[config.mk]
export PLATFORM = sky130hd
export DESIGN_NAME = pfc_fault_supervisor
export DESIGN_NICKNAME = d
export VERILOG_FILES = /design/src/verilog/pfc_fault_pkg.sv /design/src/verilog/line_peak_estimator.sv /design/src/verilog/pfc_fault_supervisor.sv
export SDC_FILE = /design/constraint.sdc
export NUM_CORES = 1
export LEC_CHECK = 0
export BUFFER_PORTS_ARGS = -buffer_cell sky130_fd_sc_hd__buf_2
export CORE_MARGIN = 4
export CORE_UTILIZATION = 57
export DETAILED_ROUTE_END_ITERATION = 10
export HOLD_SLACK_MARGIN = 0.12
export PLACE_DENSITY = 0.87
export SLEW_MARGIN = 10
export SYNTH_ARGS = -nofsm -noshare
export SYNTH_HDL_FRONTEND = slang
export SYNTH_SLANG_ARGS = --single-unit
[constraint.sdc]
create_clock -name sys_clk -period 24.2 [get_ports sys_clk]
set_input_delay 1.21 -clock sys_clk [delete_from_list [all_inputs] [get_ports sys_clk]]
set_output_delay 1.21 -clock sys_clk [all_outputs]
set_load 0.005 [all_outputs]
[src/verilog/pfc_fault_pkg.sv]
// Purpose: Shared constants and types for the PFC fault supervisor
// Assumes: Sense codes are scaled so that one LSB equals one volt; 40 MHz clock
// Notes:   Default thresholds are plain starting values, overridable on the top module
package pfc_fault_pkg;

  // ---------------------------------------------------------------------------
  // Clock and timing
  // ---------------------------------------------------------------------------
  localparam int CLK_PERIOD_NS     = 25;
  localparam int NS_PER_MS         = 1000000;
  localparam int CYC_PER_MS        = NS_PER_MS / CLK_PERIOD_NS;
  localparam int TROUGH_MS         = 8;
  localparam int BROWNOUT_MS       = 56;
  localparam int RESTART_MS        = 3000;
  localparam int STARTUP_LIMIT_MS  = 500;
  localparam int OSC_SETTLE_MS     = 200;
  localparam int TROUGH_CYC        = TROUGH_MS * CYC_PER_MS;
  localparam int BROWNOUT_CYC      = BROWNOUT_MS * CYC_PER_MS;
  localparam int RESTART_CYC       = RESTART_MS * CYC_PER_MS;
  localparam int STARTUP_LIMIT_CYC = STARTUP_LIMIT_MS * CYC_PER_MS;
  localparam int OSC_SETTLE_CYC    = OSC_SETTLE_MS * CYC_PER_MS;
  localparam int CNT_W             = 27;

  // ---------------------------------------------------------------------------
  // Levels (codes in volts)
  // ---------------------------------------------------------------------------
  localparam int        CODE_W             = 12;
  localparam int        PCT_BASE           = 100;
  localparam int        STARTUP_ENTER_PCT  = 90;
  localparam int        OVP_PCT            = 105;
  localparam logic [11:0] NOMINAL_LINK_CODE = 12'h190;
  localparam logic [11:0] STARTUP_ENTER_CODE = 12'(int'(NOMINAL_LINK_CODE) * STARTUP_ENTER_PCT / PCT_BASE);
  localparam logic [11:0] OVP_CODE          = 12'(int'(NOMINAL_LINK_CODE) * OVP_PCT / PCT_BASE);
  localparam logic [11:0] LINE_CLAMP_CODE   = 12'h080;
  localparam logic [11:0] TROUGH_STEP_CODE  = 12'h005;
  localparam logic [11:0] BROWNOUT_LOWER_DEF = 12'h05F;
  localparam logic [11:0] BROWNOUT_UPPER_DEF = 12'h069;
  localparam logic [11:0] OVP_HYST_DEF      = 12'h00A;
  localparam logic [2:0]  OSC_ENTRY_LIMIT   = 3'h4;

  // On-time ceiling: 0.001126 V*s over line volts, in cycles
  localparam int          ON_TIME_VNS      = 1126000;
  localparam logic [15:0] ON_TIME_NUM      = 16'(ON_TIME_VNS / CLK_PERIOD_NS);

  // ---------------------------------------------------------------------------
  // Types
  // ---------------------------------------------------------------------------
  typedef enum logic [1:0] {
    MODE_STARTUP   = 2'b00,
    MODE_NORMAL    = 2'b01,
    MODE_OVERPOWER = 2'b10,
    MODE_STANDBY   = 2'b11
  } op_mode_t;

  typedef struct packed {
    logic        valid;
    logic [11:0] link;
    logic [11:0] line;
  } sense_sample_t;

  typedef struct packed {
    logic startup;
    logic overvoltage;
    logic loop_fault;
    logic brownout;
    logic overpower;
    logic low_power;
  } supervisor_status_t;

  function automatic logic [11:0] min_code(input logic [11:0] a, input logic [11:0] b);
    min_code = (a < b) ? a : b;
  endfunction

endpackage

[src/verilog/line_peak_estimator.sv]
// Purpose: Filtered estimate of the line voltage peak, updated at each trough
// Assumes: Samples arrive on the same clock; one trough every TROUGH_CYC cycles
// Notes:   Estimate rises to the half-cycle maximum, capped at the clamp ceiling
`timescale 1ns/1ps
module line_peak_estimator #(
  parameter int TROUGH_CYC = pfc_fault_pkg::TROUGH_CYC
) (
  input  wire logic                         sys_clk,
  input  wire logic                         rst,
  input  wire pfc_fault_pkg::sense_sample_t sample,
  output logic [11:0]                       peak_r,
  output logic                              trough_r
);

  typedef struct packed {
    logic [pfc_fault_pkg::CNT_W-1:0] trough_cnt;
    logic [11:0]                     half_max;
    logic [11:0]                     peak;
    logic                            trough;
  } peak_state_t;

  peak_state_t st_r;
  peak_state_t st_nxt;

  // ---------------------------------------------------------------------------
  // Half-cycle maximum and trough update
  // ---------------------------------------------------------------------------
  always_comb begin
    st_nxt        = st_r;
    st_nxt.trough = 1'b0;
    if (sample.valid && sample.line > st_r.half_max) begin
      st_nxt.half_max = sample.line;
    end
    if (st_r.trough_cnt >= pfc_fault_pkg::CNT_W'(TROUGH_CYC - 1)) begin
      st_nxt.trough_cnt = '0;
      st_nxt.trough     = 1'b1;
      st_nxt.half_max   = '0;
      if (st_r.half_max >= st_r.peak) begin
        st_nxt.peak = pfc_fault_pkg::min_code(st_r.half_max, pfc_fault_pkg::LINE_CLAMP_CODE);
      end else if (st_r.peak - st_r.half_max > pfc_fault_pkg::TROUGH_STEP_CODE) begin
        st_nxt.peak = st_r.peak - pfc_fault_pkg::TROUGH_STEP_CODE;
      end else begin
        st_nxt.peak = st_r.half_max;
      end
    end else begin
      st_nxt.trough_cnt = st_r.trough_cnt + 1'b1;
    end
  end

  always_ff @(posedge sys_clk) begin
    if (rst) begin
      st_r <= '0;
    end else begin
      st_r <= st_nxt;
    end
  end

  assign peak_r   = st_r.peak;
  assign trough_r = st_r.trough;

endmodule

[src/verilog/pfc_fault_supervisor.sv]
// Purpose: Protection supervisor deciding when the PFC gate drive may switch
// Assumes: Digitised link and line sense codes on sys_clk; standby pin is asynchronous
// Notes:   Long counts are parameters so simulation can shorten them
`timescale 1ns/1ps
module pfc_fault_supervisor #(
  parameter int          TROUGH_CYC        = pfc_fault_pkg::TROUGH_CYC,
  parameter int          BROWNOUT_CYC      = pfc_fault_pkg::BROWNOUT_CYC,
  parameter int          RESTART_CYC       = pfc_fault_pkg::RESTART_CYC,
  parameter int          STARTUP_LIMIT_CYC = pfc_fault_pkg::STARTUP_LIMIT_CYC,
  parameter int          OSC_SETTLE_CYC    = pfc_fault_pkg::OSC_SETTLE_CYC,
  parameter logic [11:0] BROWNOUT_LOWER    = pfc_fault_pkg::BROWNOUT_LOWER_DEF,
  parameter logic [11:0] BROWNOUT_UPPER    = pfc_fault_pkg::BROWNOUT_UPPER_DEF,
  parameter logic [11:0] OVP_HYST          = pfc_fault_pkg::OVP_HYST_DEF
) (
  input  wire logic                              sys_clk,
  input  wire logic                              rst,
  input  wire pfc_fault_pkg::sense_sample_t      sample,
  input  wire logic                              low_power_request_n,
  output logic                                   gate_enable_r,
  output pfc_fault_pkg::supervisor_status_t      status_r,
  output logic signed [12:0]                     link_error_r,
  output logic [15:0]                            on_time_limit_r,
  output logic [11:0]                            line_peak_r
);

  // Width of every long counter
  localparam int CW = pfc_fault_pkg::CNT_W;

  typedef struct packed {
    logic                              lp_s1;
    logic                              lp_s2;
    pfc_fault_pkg::op_mode_t           mode;
    logic [11:0]                       link;
    logic [11:0]                       line;
    logic                              ovp;
    logic                              loop_fault;
    logic                              brownout;
    logic                              bo_retry;
    logic [CW-1:0]                     bo_cnt;
    logic [CW-1:0]                     retry_cnt;
    logic [CW-1:0]                     op_cnt;
    logic [CW-1:0]                     su_cnt;
    logic [CW-1:0]                     settle_cnt;
    logic [2:0]                        osc_cnt;
    logic                              gate;
    pfc_fault_pkg::supervisor_status_t status;
    logic signed [12:0]                err;
    logic [15:0]                       on_lim;
    logic [11:0]                       peak_out;
  } sup_state_t;

  // Registered state and its next value
  sup_state_t  st_r;
  sup_state_t  st_nxt;
  logic [11:0] peak;

  // ---------------------------------------------------------------------------
  // Line peak estimate
  // ---------------------------------------------------------------------------
  line_peak_estimator #(
    .TROUGH_CYC (TROUGH_CYC)
  ) u_peak (
    .sys_clk  (sys_clk),
    .rst      (rst),
    .sample   (sample),
    .peak_r   (peak),
    .trough_r ()
  );

  // ---------------------------------------------------------------------------
  // On-time ceiling
  // ---------------------------------------------------------------------------
  function automatic logic [15:0] on_time_ceiling(input logic [11:0] line_code);
    logic [15:0] div;
    // Guard the divide against a zero line code
    div = (line_code == 12'h000) ? 16'h0001 : {4'h0, line_code};
    on_time_ceiling = pfc_fault_pkg::ON_TIME_NUM / div;
  endfunction

  // ---------------------------------------------------------------------------
  // Supervisor next state
  // ---------------------------------------------------------------------------
  always_comb begin
    logic standby;
    standby = 1'b0;
    st_nxt  = st_r;

    st_nxt.lp_s1 = low_power_request_n;
    st_nxt.lp_s2 = st_r.lp_s1;
    standby      = !st_r.lp_s2;

    // Hold the last valid conversion
    if (sample.valid) begin
      st_nxt.link = sample.link;
      st_nxt.line = sample.line;
    end

    st_nxt.err = 13'(signed'({1'b0, pfc_fault_pkg::NOMINAL_LINK_CODE})) - 13'(signed'({1'b0, st_r.link}));

    st_nxt.on_lim   = on_time_ceiling(st_r.line);
    st_nxt.peak_out = peak;

    // ---------------------------------------------------------------------------
    // Fault flags
    // ---------------------------------------------------------------------------
    // immediate overvoltage stop
    if (sample.valid && sample.link > pfc_fault_pkg::OVP_CODE) begin
      st_nxt.ovp = 1'b1;
    end else if (st_r.ovp && st_r.link < pfc_fault_pkg::OVP_CODE - OVP_HYST) begin
      st_nxt.ovp = 1'b0;
    end

    if (sample.valid && sample.link < sample.line) begin
      st_nxt.loop_fault = 1'b1;
    end else if (st_r.loop_fault && st_r.link >= st_r.line && st_r.link > peak) begin
      st_nxt.loop_fault = 1'b0;
    end

    // Brownout timer counts in both directions
    // zero line reads as low peak
    if (!st_r.brownout) begin
      if (peak < BROWNOUT_LOWER) begin
        st_nxt.bo_cnt = st_r.bo_cnt + 1'b1;
        if (st_r.bo_cnt > CW'(BROWNOUT_CYC)) begin
          st_nxt.brownout  = 1'b1;
          st_nxt.bo_cnt    = '0;
          st_nxt.retry_cnt = '0;
        end
      end else begin
        st_nxt.bo_cnt = '0;
      end
    end else begin
      // exit after 56 ms above upper
      if (peak > BROWNOUT_UPPER) begin
        st_nxt.bo_cnt = st_r.bo_cnt + 1'b1;
        if (st_r.bo_cnt >= CW'(BROWNOUT_CYC - 1)) begin
          st_nxt.brownout = 1'b0;
          st_nxt.bo_cnt   = '0;
          st_nxt.bo_retry = 1'b0;
        end
      end else begin
        st_nxt.bo_cnt = '0;
      end

      if (st_r.retry_cnt >= CW'(RESTART_CYC + TROUGH_CYC - 1)) begin
        st_nxt.retry_cnt = '0;
        st_nxt.bo_retry  = 1'b0;
      end else begin
        st_nxt.retry_cnt = st_r.retry_cnt + 1'b1;
        st_nxt.bo_retry  = (st_r.retry_cnt >= CW'(RESTART_CYC - 1));
      end
    end

    // ---------------------------------------------------------------------------
    // Operating mode
    // ---------------------------------------------------------------------------
    case (st_r.mode)
      pfc_fault_pkg::MODE_STARTUP: begin
        st_nxt.su_cnt = st_r.su_cnt + 1'b1;
        if (st_r.link >= pfc_fault_pkg::NOMINAL_LINK_CODE) begin
          st_nxt.mode       = pfc_fault_pkg::MODE_NORMAL;
          st_nxt.su_cnt     = '0;
          st_nxt.settle_cnt = '0;
        end else if (st_r.su_cnt >= CW'(STARTUP_LIMIT_CYC - 1)) begin
          st_nxt.mode   = pfc_fault_pkg::MODE_OVERPOWER;
          st_nxt.op_cnt = '0;
        end
      end

      pfc_fault_pkg::MODE_NORMAL: begin
        if (st_r.settle_cnt >= CW'(OSC_SETTLE_CYC - 1)) begin
          st_nxt.osc_cnt = '0;
        end else begin
          st_nxt.settle_cnt = st_r.settle_cnt + 1'b1;
        end
        if (st_r.link < pfc_fault_pkg::STARTUP_ENTER_CODE) begin
          st_nxt.su_cnt  = '0;
          st_nxt.osc_cnt = st_r.osc_cnt + 1'b1;
          if (st_r.osc_cnt + 3'h1 >= pfc_fault_pkg::OSC_ENTRY_LIMIT) begin
            st_nxt.mode   = pfc_fault_pkg::MODE_OVERPOWER;
            st_nxt.op_cnt = '0;
          end else begin
            st_nxt.mode = pfc_fault_pkg::MODE_STARTUP;
          end
        end
      end

      pfc_fault_pkg::MODE_OVERPOWER: begin
        // rest then retry after 3 s
        st_nxt.op_cnt = st_r.op_cnt + 1'b1;
        if (st_r.op_cnt >= CW'(RESTART_CYC - 1)) begin
          st_nxt.mode    = pfc_fault_pkg::MODE_STARTUP;
          st_nxt.su_cnt  = '0;
          st_nxt.osc_cnt = '0;
        end
      end

      pfc_fault_pkg::MODE_STANDBY: begin
        if (!standby) begin
          st_nxt.mode    = pfc_fault_pkg::MODE_STARTUP;
          st_nxt.su_cnt  = '0;
          st_nxt.osc_cnt = '0;
        end
      end

      default: begin
        st_nxt.mode = pfc_fault_pkg::MODE_STARTUP;
      end
    endcase

    // Standby overrides the mode chosen above
    // low-power request stops operation
    if (standby) begin
      st_nxt.mode       = pfc_fault_pkg::MODE_STANDBY;
      st_nxt.su_cnt     = '0;
      st_nxt.op_cnt     = '0;
      st_nxt.settle_cnt = '0;
      st_nxt.osc_cnt    = '0;
    end

    st_nxt.gate = !standby
                  && st_r.mode != pfc_fault_pkg::MODE_OVERPOWER
                  && st_r.mode != pfc_fault_pkg::MODE_STANDBY
                  && !st_nxt.ovp
                  && !st_nxt.loop_fault
                  && (!st_r.brownout || st_r.bo_retry);

    // Status flags trail the state by one cycle
    st_nxt.status.startup     = (st_r.mode == pfc_fault_pkg::MODE_STARTUP);
    st_nxt.status.overvoltage = st_r.ovp;
    st_nxt.status.loop_fault  = st_r.loop_fault;
    st_nxt.status.brownout    = st_r.brownout;
    st_nxt.status.overpower   = (st_r.mode == pfc_fault_pkg::MODE_OVERPOWER);
    st_nxt.status.low_power   = standby;
  end

  // ---------------------------------------------------------------------------
  // Register update
  // ---------------------------------------------------------------------------
  always_ff @(posedge sys_clk) begin
    if (rst) begin
      st_r       <= '0;
      st_r.lp_s1 <= 1'b1;
      st_r.lp_s2 <= 1'b1;
    end else begin
      st_r <= st_nxt;
    end
  end

  // Outputs come straight from the state register
  assign gate_enable_r   = st_r.gate;
  assign status_r        = st_r.status;
  assign link_error_r    = st_r.err;
  assign on_time_limit_r = st_r.on_lim;
  assign line_peak_r     = st_r.peak_out;

endmodule

* Yosys cells after proc, flatten, opt, wreduce, memory -nomap -nowiden
Index checks and enable logic that the tools add are counted.
Storage, ports and cells: register bits 269, input bits 28, output and inout bits 48, logic and storage cells 150
Operators by class: add/subtract/negate cells 10, div/mod/pow operators 1, magnitude comparators 22, equality and inequality tests 16, mux-type cells 41, bitwise gates (word level) 1, reductions and logical operators 31
Operators with widths (count):
- 27-bit 2-to-1 mux | 9
- 54-bit 2-to-1 mux | 4
- 27-bit by 1-bit adder with 27-bit output, second input constant | 6
- 27-bit case mux with 4 select lines | 1
- 27-bit greater-or-equal comparator, second input constant | 3
- 27-bit case mux with 3 select lines | 1
- 27-bit case mux with 2 select lines | 1
- 12-bit 2-to-1 mux | 4
- 29-bit 2-to-1 mux | 1
- 27-bit by 19-bit greater-or-equal comparator with 1-bit output, second input constant | 1
- 27-bit by 22-bit greater-or-equal comparator with 1-bit output, second input constant | 1
- 27-bit by 23-bit greater-or-equal comparator with 1-bit output, second input constant | 1
- 27-bit by 25-bit greater-or-equal comparator with 1-bit output, second input constant | 1
- 27-bit by 22-bit greater-than comparator with 1-bit output, second input constant | 1
- 12-bit greater-or-equal comparator | 2
- 12-bit greater-than comparator | 2
- 12-bit by 9-bit less-than comparator with 1-bit output, second input constant | 2
- 16-bit by 16-bit divider with 16-bit output, first input constant | 1
- 2-bit 2-to-1 mux | 7
- 9-bit by 12-bit subtractor with 13-bit output, first input constant | 1
- 12-bit by 9-bit greater-or-equal comparator with 1-bit output, second input constant | 1
- 12-bit by 3-bit greater-than comparator with 1-bit output, second input constant | 1
- 12-bit by 7-bit greater-than comparator with 1-bit output, second input constant | 1
- 12-bit by 9-bit greater-than comparator with 1-bit output, second input constant | 1
- 30 further kinds | 68

* Depth between registers and ports, before layout
depth in word-level cells 8, depth in mapped cells 135

* By module
From an unflattened synthesis, not the netlist that was laid out.
Unflattened totals: cells, all modules 2499, area total of the unflattened synthesis 20289.5 um2
Modules (own cells, without submodules):
- pfc_fault_supervisor | times used 1, cells an instance 2136, area each 17033.8 um2, sequential area each 4364.2 um2
- line_peak_estimator | times used 1, cells an instance 363, area each 3255.6 um2, sequential area each 1041.0 um2

* Worst setup path after synthesis
No wires, ideal clock.
path kind reg2reg, from register st_r[197] (netlist bit), to register st_r, in the netlist on_time_limit_r[0], arrival time 25927 ps, required time 24067 ps, slack -1859 ps, stages on the path, launching flop included 124, buffers on the path 10, period minus slack after synthesis 26059 ps, cells stage by stage dfxtp_1 buf_6 nor4_1 nand2_1 nor2_1 inv_2 ha_1 a21oi_1 a221oi_1 or2_2 ha_1 a31oi_1 or4_1 ha_1 o211ai_1 a21oi_1 o21ai_0 inv_1 (+88 left out) a21oi_1 a41o_1 nor4_1 nor3_1 a21o_1 a21oi_1 nand2_1 o21ai_2 and3_1 buf_6 mux2_4 ha_1 a21o_1 a21o_1 a21oi_1 o211ai_1 a211oi_1 a31oi_1
On the way: cells in the longest elaborated chain, start to end 3
RTL lines:
- start, declared | line pfc_fault_supervisor.sv:53 | sup_state_t st_r;
- start signal, assigned | line pfc_fault_supervisor.sv:246 | st_r <= st_nxt;
- 12-bit zero test | line pfc_fault_supervisor.sv:76 | div = (line_code == 12'h000) ? 16'h0001 : {4'h0, line_code};
- 12-bit 2-to-1 mux * | line pfc_fault_supervisor.sv:76
- 16-bit by 16-bit divider with 16-bit output * | line pfc_fault_supervisor.sv:77 | on_time_ceiling = pfc_fault_pkg::ON_TIME_NUM / div;
Mark *: on every way between the ends. The rest lies on a longest branch, timed or not. A chain may end at the register's enable or synchronous reset.

* Worst setup path after layout
Ends and elaborated chain as after synthesis.

==> flow_summary.yaml <==
logic_synthesis:
  synth.top_cell.area_share: 0.275
  ys_types: 91
  synth-seq-cells: 269
  synth_area_um2: 19600
  syn-mean-instance-area_um2: 7.88
  ys_seq_area_frac: 0.275
  synth_edf_count: 0
  synth_ff_type: "dfxtp_1"
  syn_inst: 2485
  synthTopCellsByArea: "dfxtp_1, ha_1, nor2_1"
  async_flop_share: 0
  synth_most_common_cell: "nor2_1"
  ys_top_cells_by_count: "nor2_1, dfxtp_1, nand2_1"
  ys_warn_count: 0
  yosys.area.top_type: "dfxtp_1"
setup_path:
  worstSetupPathType: "reg -> reg"
  worstPathMaxFanout: 7
  critPathMostFrequentCell: "ha_4"
  cp_slowest_stage_delay_ps: 490
  cp_num_buf_inv: 9
  crit_path_start: "st_r[197]"
  ff2ff_path_depth: 119
  critPathCapture: "on_time_limit_r[0]"
  critPathLaunchType: "flip-flop"
  path_depth: 119
  r2r-start: "st_r[197]"
  crit_path_end_kind: "flip-flop"
  r2r_slack_ps: -430
  cp.required_ps: 24620
  worstPathArrival_ps: 25050
  crit_family: "compound AO/OA/AOI/OAI gates"
  crit_slowest_cell: "o41a_1"
  r2r_end: "on_time_limit_r[0]"
floorplan:
  io_pins: 76
  start_util: 0.581
  std_cell_rows: 67
  die_x_um: 193
  die-area_um2: 37400
  coreArea_um2: 33700
  die_y_um: 193
outcome:
  status: "finished, violations left"
  violations: "setup timing"
cells_and_area:
  drive_gt1_frac: 0.204
  final_area_um2: 23700
  multi_input_area_um2: 14500
  nets: 2882
  fin_cells: 3145
  regArea_um2: 5390
  fillers: 2496
  syn_to_final_growth_pct: 20.9
place:
  gp_congestion: 0.970
  dp_slack_ps: -930
  dpl_cell_area_um2: 21000
  numPlacedInstances: 3023
  dpl.hpwl_um: 41200
  io_buffers: 75
detailed_routing:
  firstDrtPassIters: 8
  drc_errors: 0
  ant_nets: 0
  avgViaCountPerCell: 6.29
  drtIter0Drc: 1868
  vias: 19800
  totalWireLength_um: 59600
  wl_per_cell_um: 18.9
clocking:
  insertion_delay_ps: 570
  cts_sinks: 269
  clockBufferDepth: 3
  cts_inserted_buffers: 28
  htreeDepth: 1
  clkTransAtPathRegs_ps: 70
  cts_tree: "built"
  cts-root-buf: "clkbuf_16"
grt:
  antenna_found_initial: 1
  grt_overflow: 0
  grt_max_degree: 84
  grt_pass1_vias: 18700
  grt_usage: 0.281
  grt_pass1_wl_um: 90300
timing:
  clock_skew_ps: 12.3
  grt_setup_unrepaired: "yes"
  maxSlewHeadroom: 0.235
  final-setup-viol-count: 1
  period_needed_ps: 24630
  fmax_mhz: 40.6
  setup_ws_ps: -432
  worst_pin_slew_ps: 1140
  final_max_slew_viol_count: 0
  hold_viol_final: 0
  final.period_utilization: 1.02
worst_hold_path:
  hold_path.class: "reg -> reg"
run:
  maxCapViolations: 0
## area by class of cell
class,instances,share of cell area
flip-flops and latches,269,0.228
clock buffers,34,0.0327
repair buffers,267,0.0781
clock inverters,18,0.00904
multi-input cells,1995,0.611
diodes,2,0.000211
inverters,112,0.0178
well taps,448,0.0237
## what timing repair did
| action | CTS | global route |
|---|---|---|
| pin swaps | 18 | 107 |
| buffers inserted | 15 | 52 |
| hold buffers | 0 | 0 |
| setup endpoints to repair | 1 | 2 |
| gates resized for setup | 34 | 201 |
| cloned | 1 | 2 |
## flip-flops by register name, indices dropped and copies added, names as in the netlist
name and count:
st_r 166, u_peak.st_r 39, on_time_limit_r 16, link_error_r 13, line_peak_r 12, u_peak.peak_r 12
status_r 6, st_nxt 4, gate_enable_r 1
## through the flow
step | utilization | TNS, ps | hold WS [ps]
2_1_floorplan | - | 0 | 389
3_3_place_gp | 0.622 | -15.4 | 395
3_5_place_dp | 0.622 | -930 | 403
4_1_cts | 0.661 | 0 | 419
5_1_grt | 0.702 | -1170 | 430
6_report | 0.702 | -432 | 417
## kinds of logic (layout without fill, tap and decap cells)
kind of cell / after synthesis / after routing / share of synthesized area
AOI/OAI and AO/OA: 555 / 556 / 0.187
xor gates and xnor gates: 182 / 182 / 0.0818
adders and majority gates: 181 / 181 / 0.116
buffers and inverters: 235 / 431 / 0.0561
DFF: 269 / 269 / 0.275
muxes: 81 / 81 / 0.0451
other: 1 / 15 / 0.000192
and+or+nand+nor: 981 / 982 / 0.239
## layer usage
| layer | vias to the layer above | GRT usage | part of all wire |
|---|---|---|---|
| met5 | - | 0 | 0 |
| met4 | 0 | 0.122 | 0.049 |
| met3 | 256 | 0.0424 | 0.086 |
| met2 | 989 | 0.461 | 0.46 |
| met1 | 9315 | 0.367 | 0.41 |
| li1 | 9213 | - | - |
## worst min path at each step
| stage | startpoint | end | slack (ps) | cells past startpoint |
|---|---|---|---|---|
| floorplan | st_nxt[216] | st_r[216] | 390 | 1 |
| global placement | st_nxt[216] | st_r[216] | 390 | 1 |
| detailed placement | st_nxt[216] | st_r[216] | 400 | 1 |
| CTS | st_nxt[216] | st_r[216] | 420 | 1 |
| global route | st_nxt[216] | st_r[216] | 430 | 1 |
| finish | st_nxt[216] | st_r[216] | 420 | 1 |
## worst register-to-register path: cells and delay by family, from the launching register on
family / cells / cell delay (ps)
adder cells (fa/ha/maj): 15 / 4230
AND/OR/NAND/NOR: 42 / 7470
buffers and inverters: 9 / 1160
AO/OA/AOI/OAI: 47 / 9570
multiplexers: 5 / 1620
flip-flops: 1 / 340
XOR/XNOR: 1 / 80
## cells in the final DEF (no fill, tap or decap), types with 14 or more instances in the layout
| cell | count |
|---|---|
| buf_4 | 184 |
| a21oi_1 | 124 |
| xor2_1 | 107 |
| ha_4 | 30 |
| nand2_1 | 187 |
| inv_1 | 109 |
| nand2b_1 | 31 |
| nor3b_1 | 14 |
| a21o_1 | 65 |
| dfxtp_1 | 268 |
| nor2b_1 | 29 |
| o21ai_0 | 92 |
| o21a_1 | 29 |
| mux2i_1 | 48 |
| nor3_1 | 58 |
| nor4_1 | 17 |
| mux2_4 | 20 |
| buf_2 | 74 |
| clkbuf_16 | 28 |
| xnor2_1 | 74 |
| nand4_1 | 43 |
| a21oi_2 | 17 |
| nand3_1 | 75 |
| ha_1 | 140 |
| nor2_1 | 359 |
| or3_1 | 17 |
| a31oi_1 | 16 |
| and3_1 | 35 |
Power is left out: the tool's default activity adds up to more than one toggle a clock period on the data nets, which glitch-free logic cannot reach.
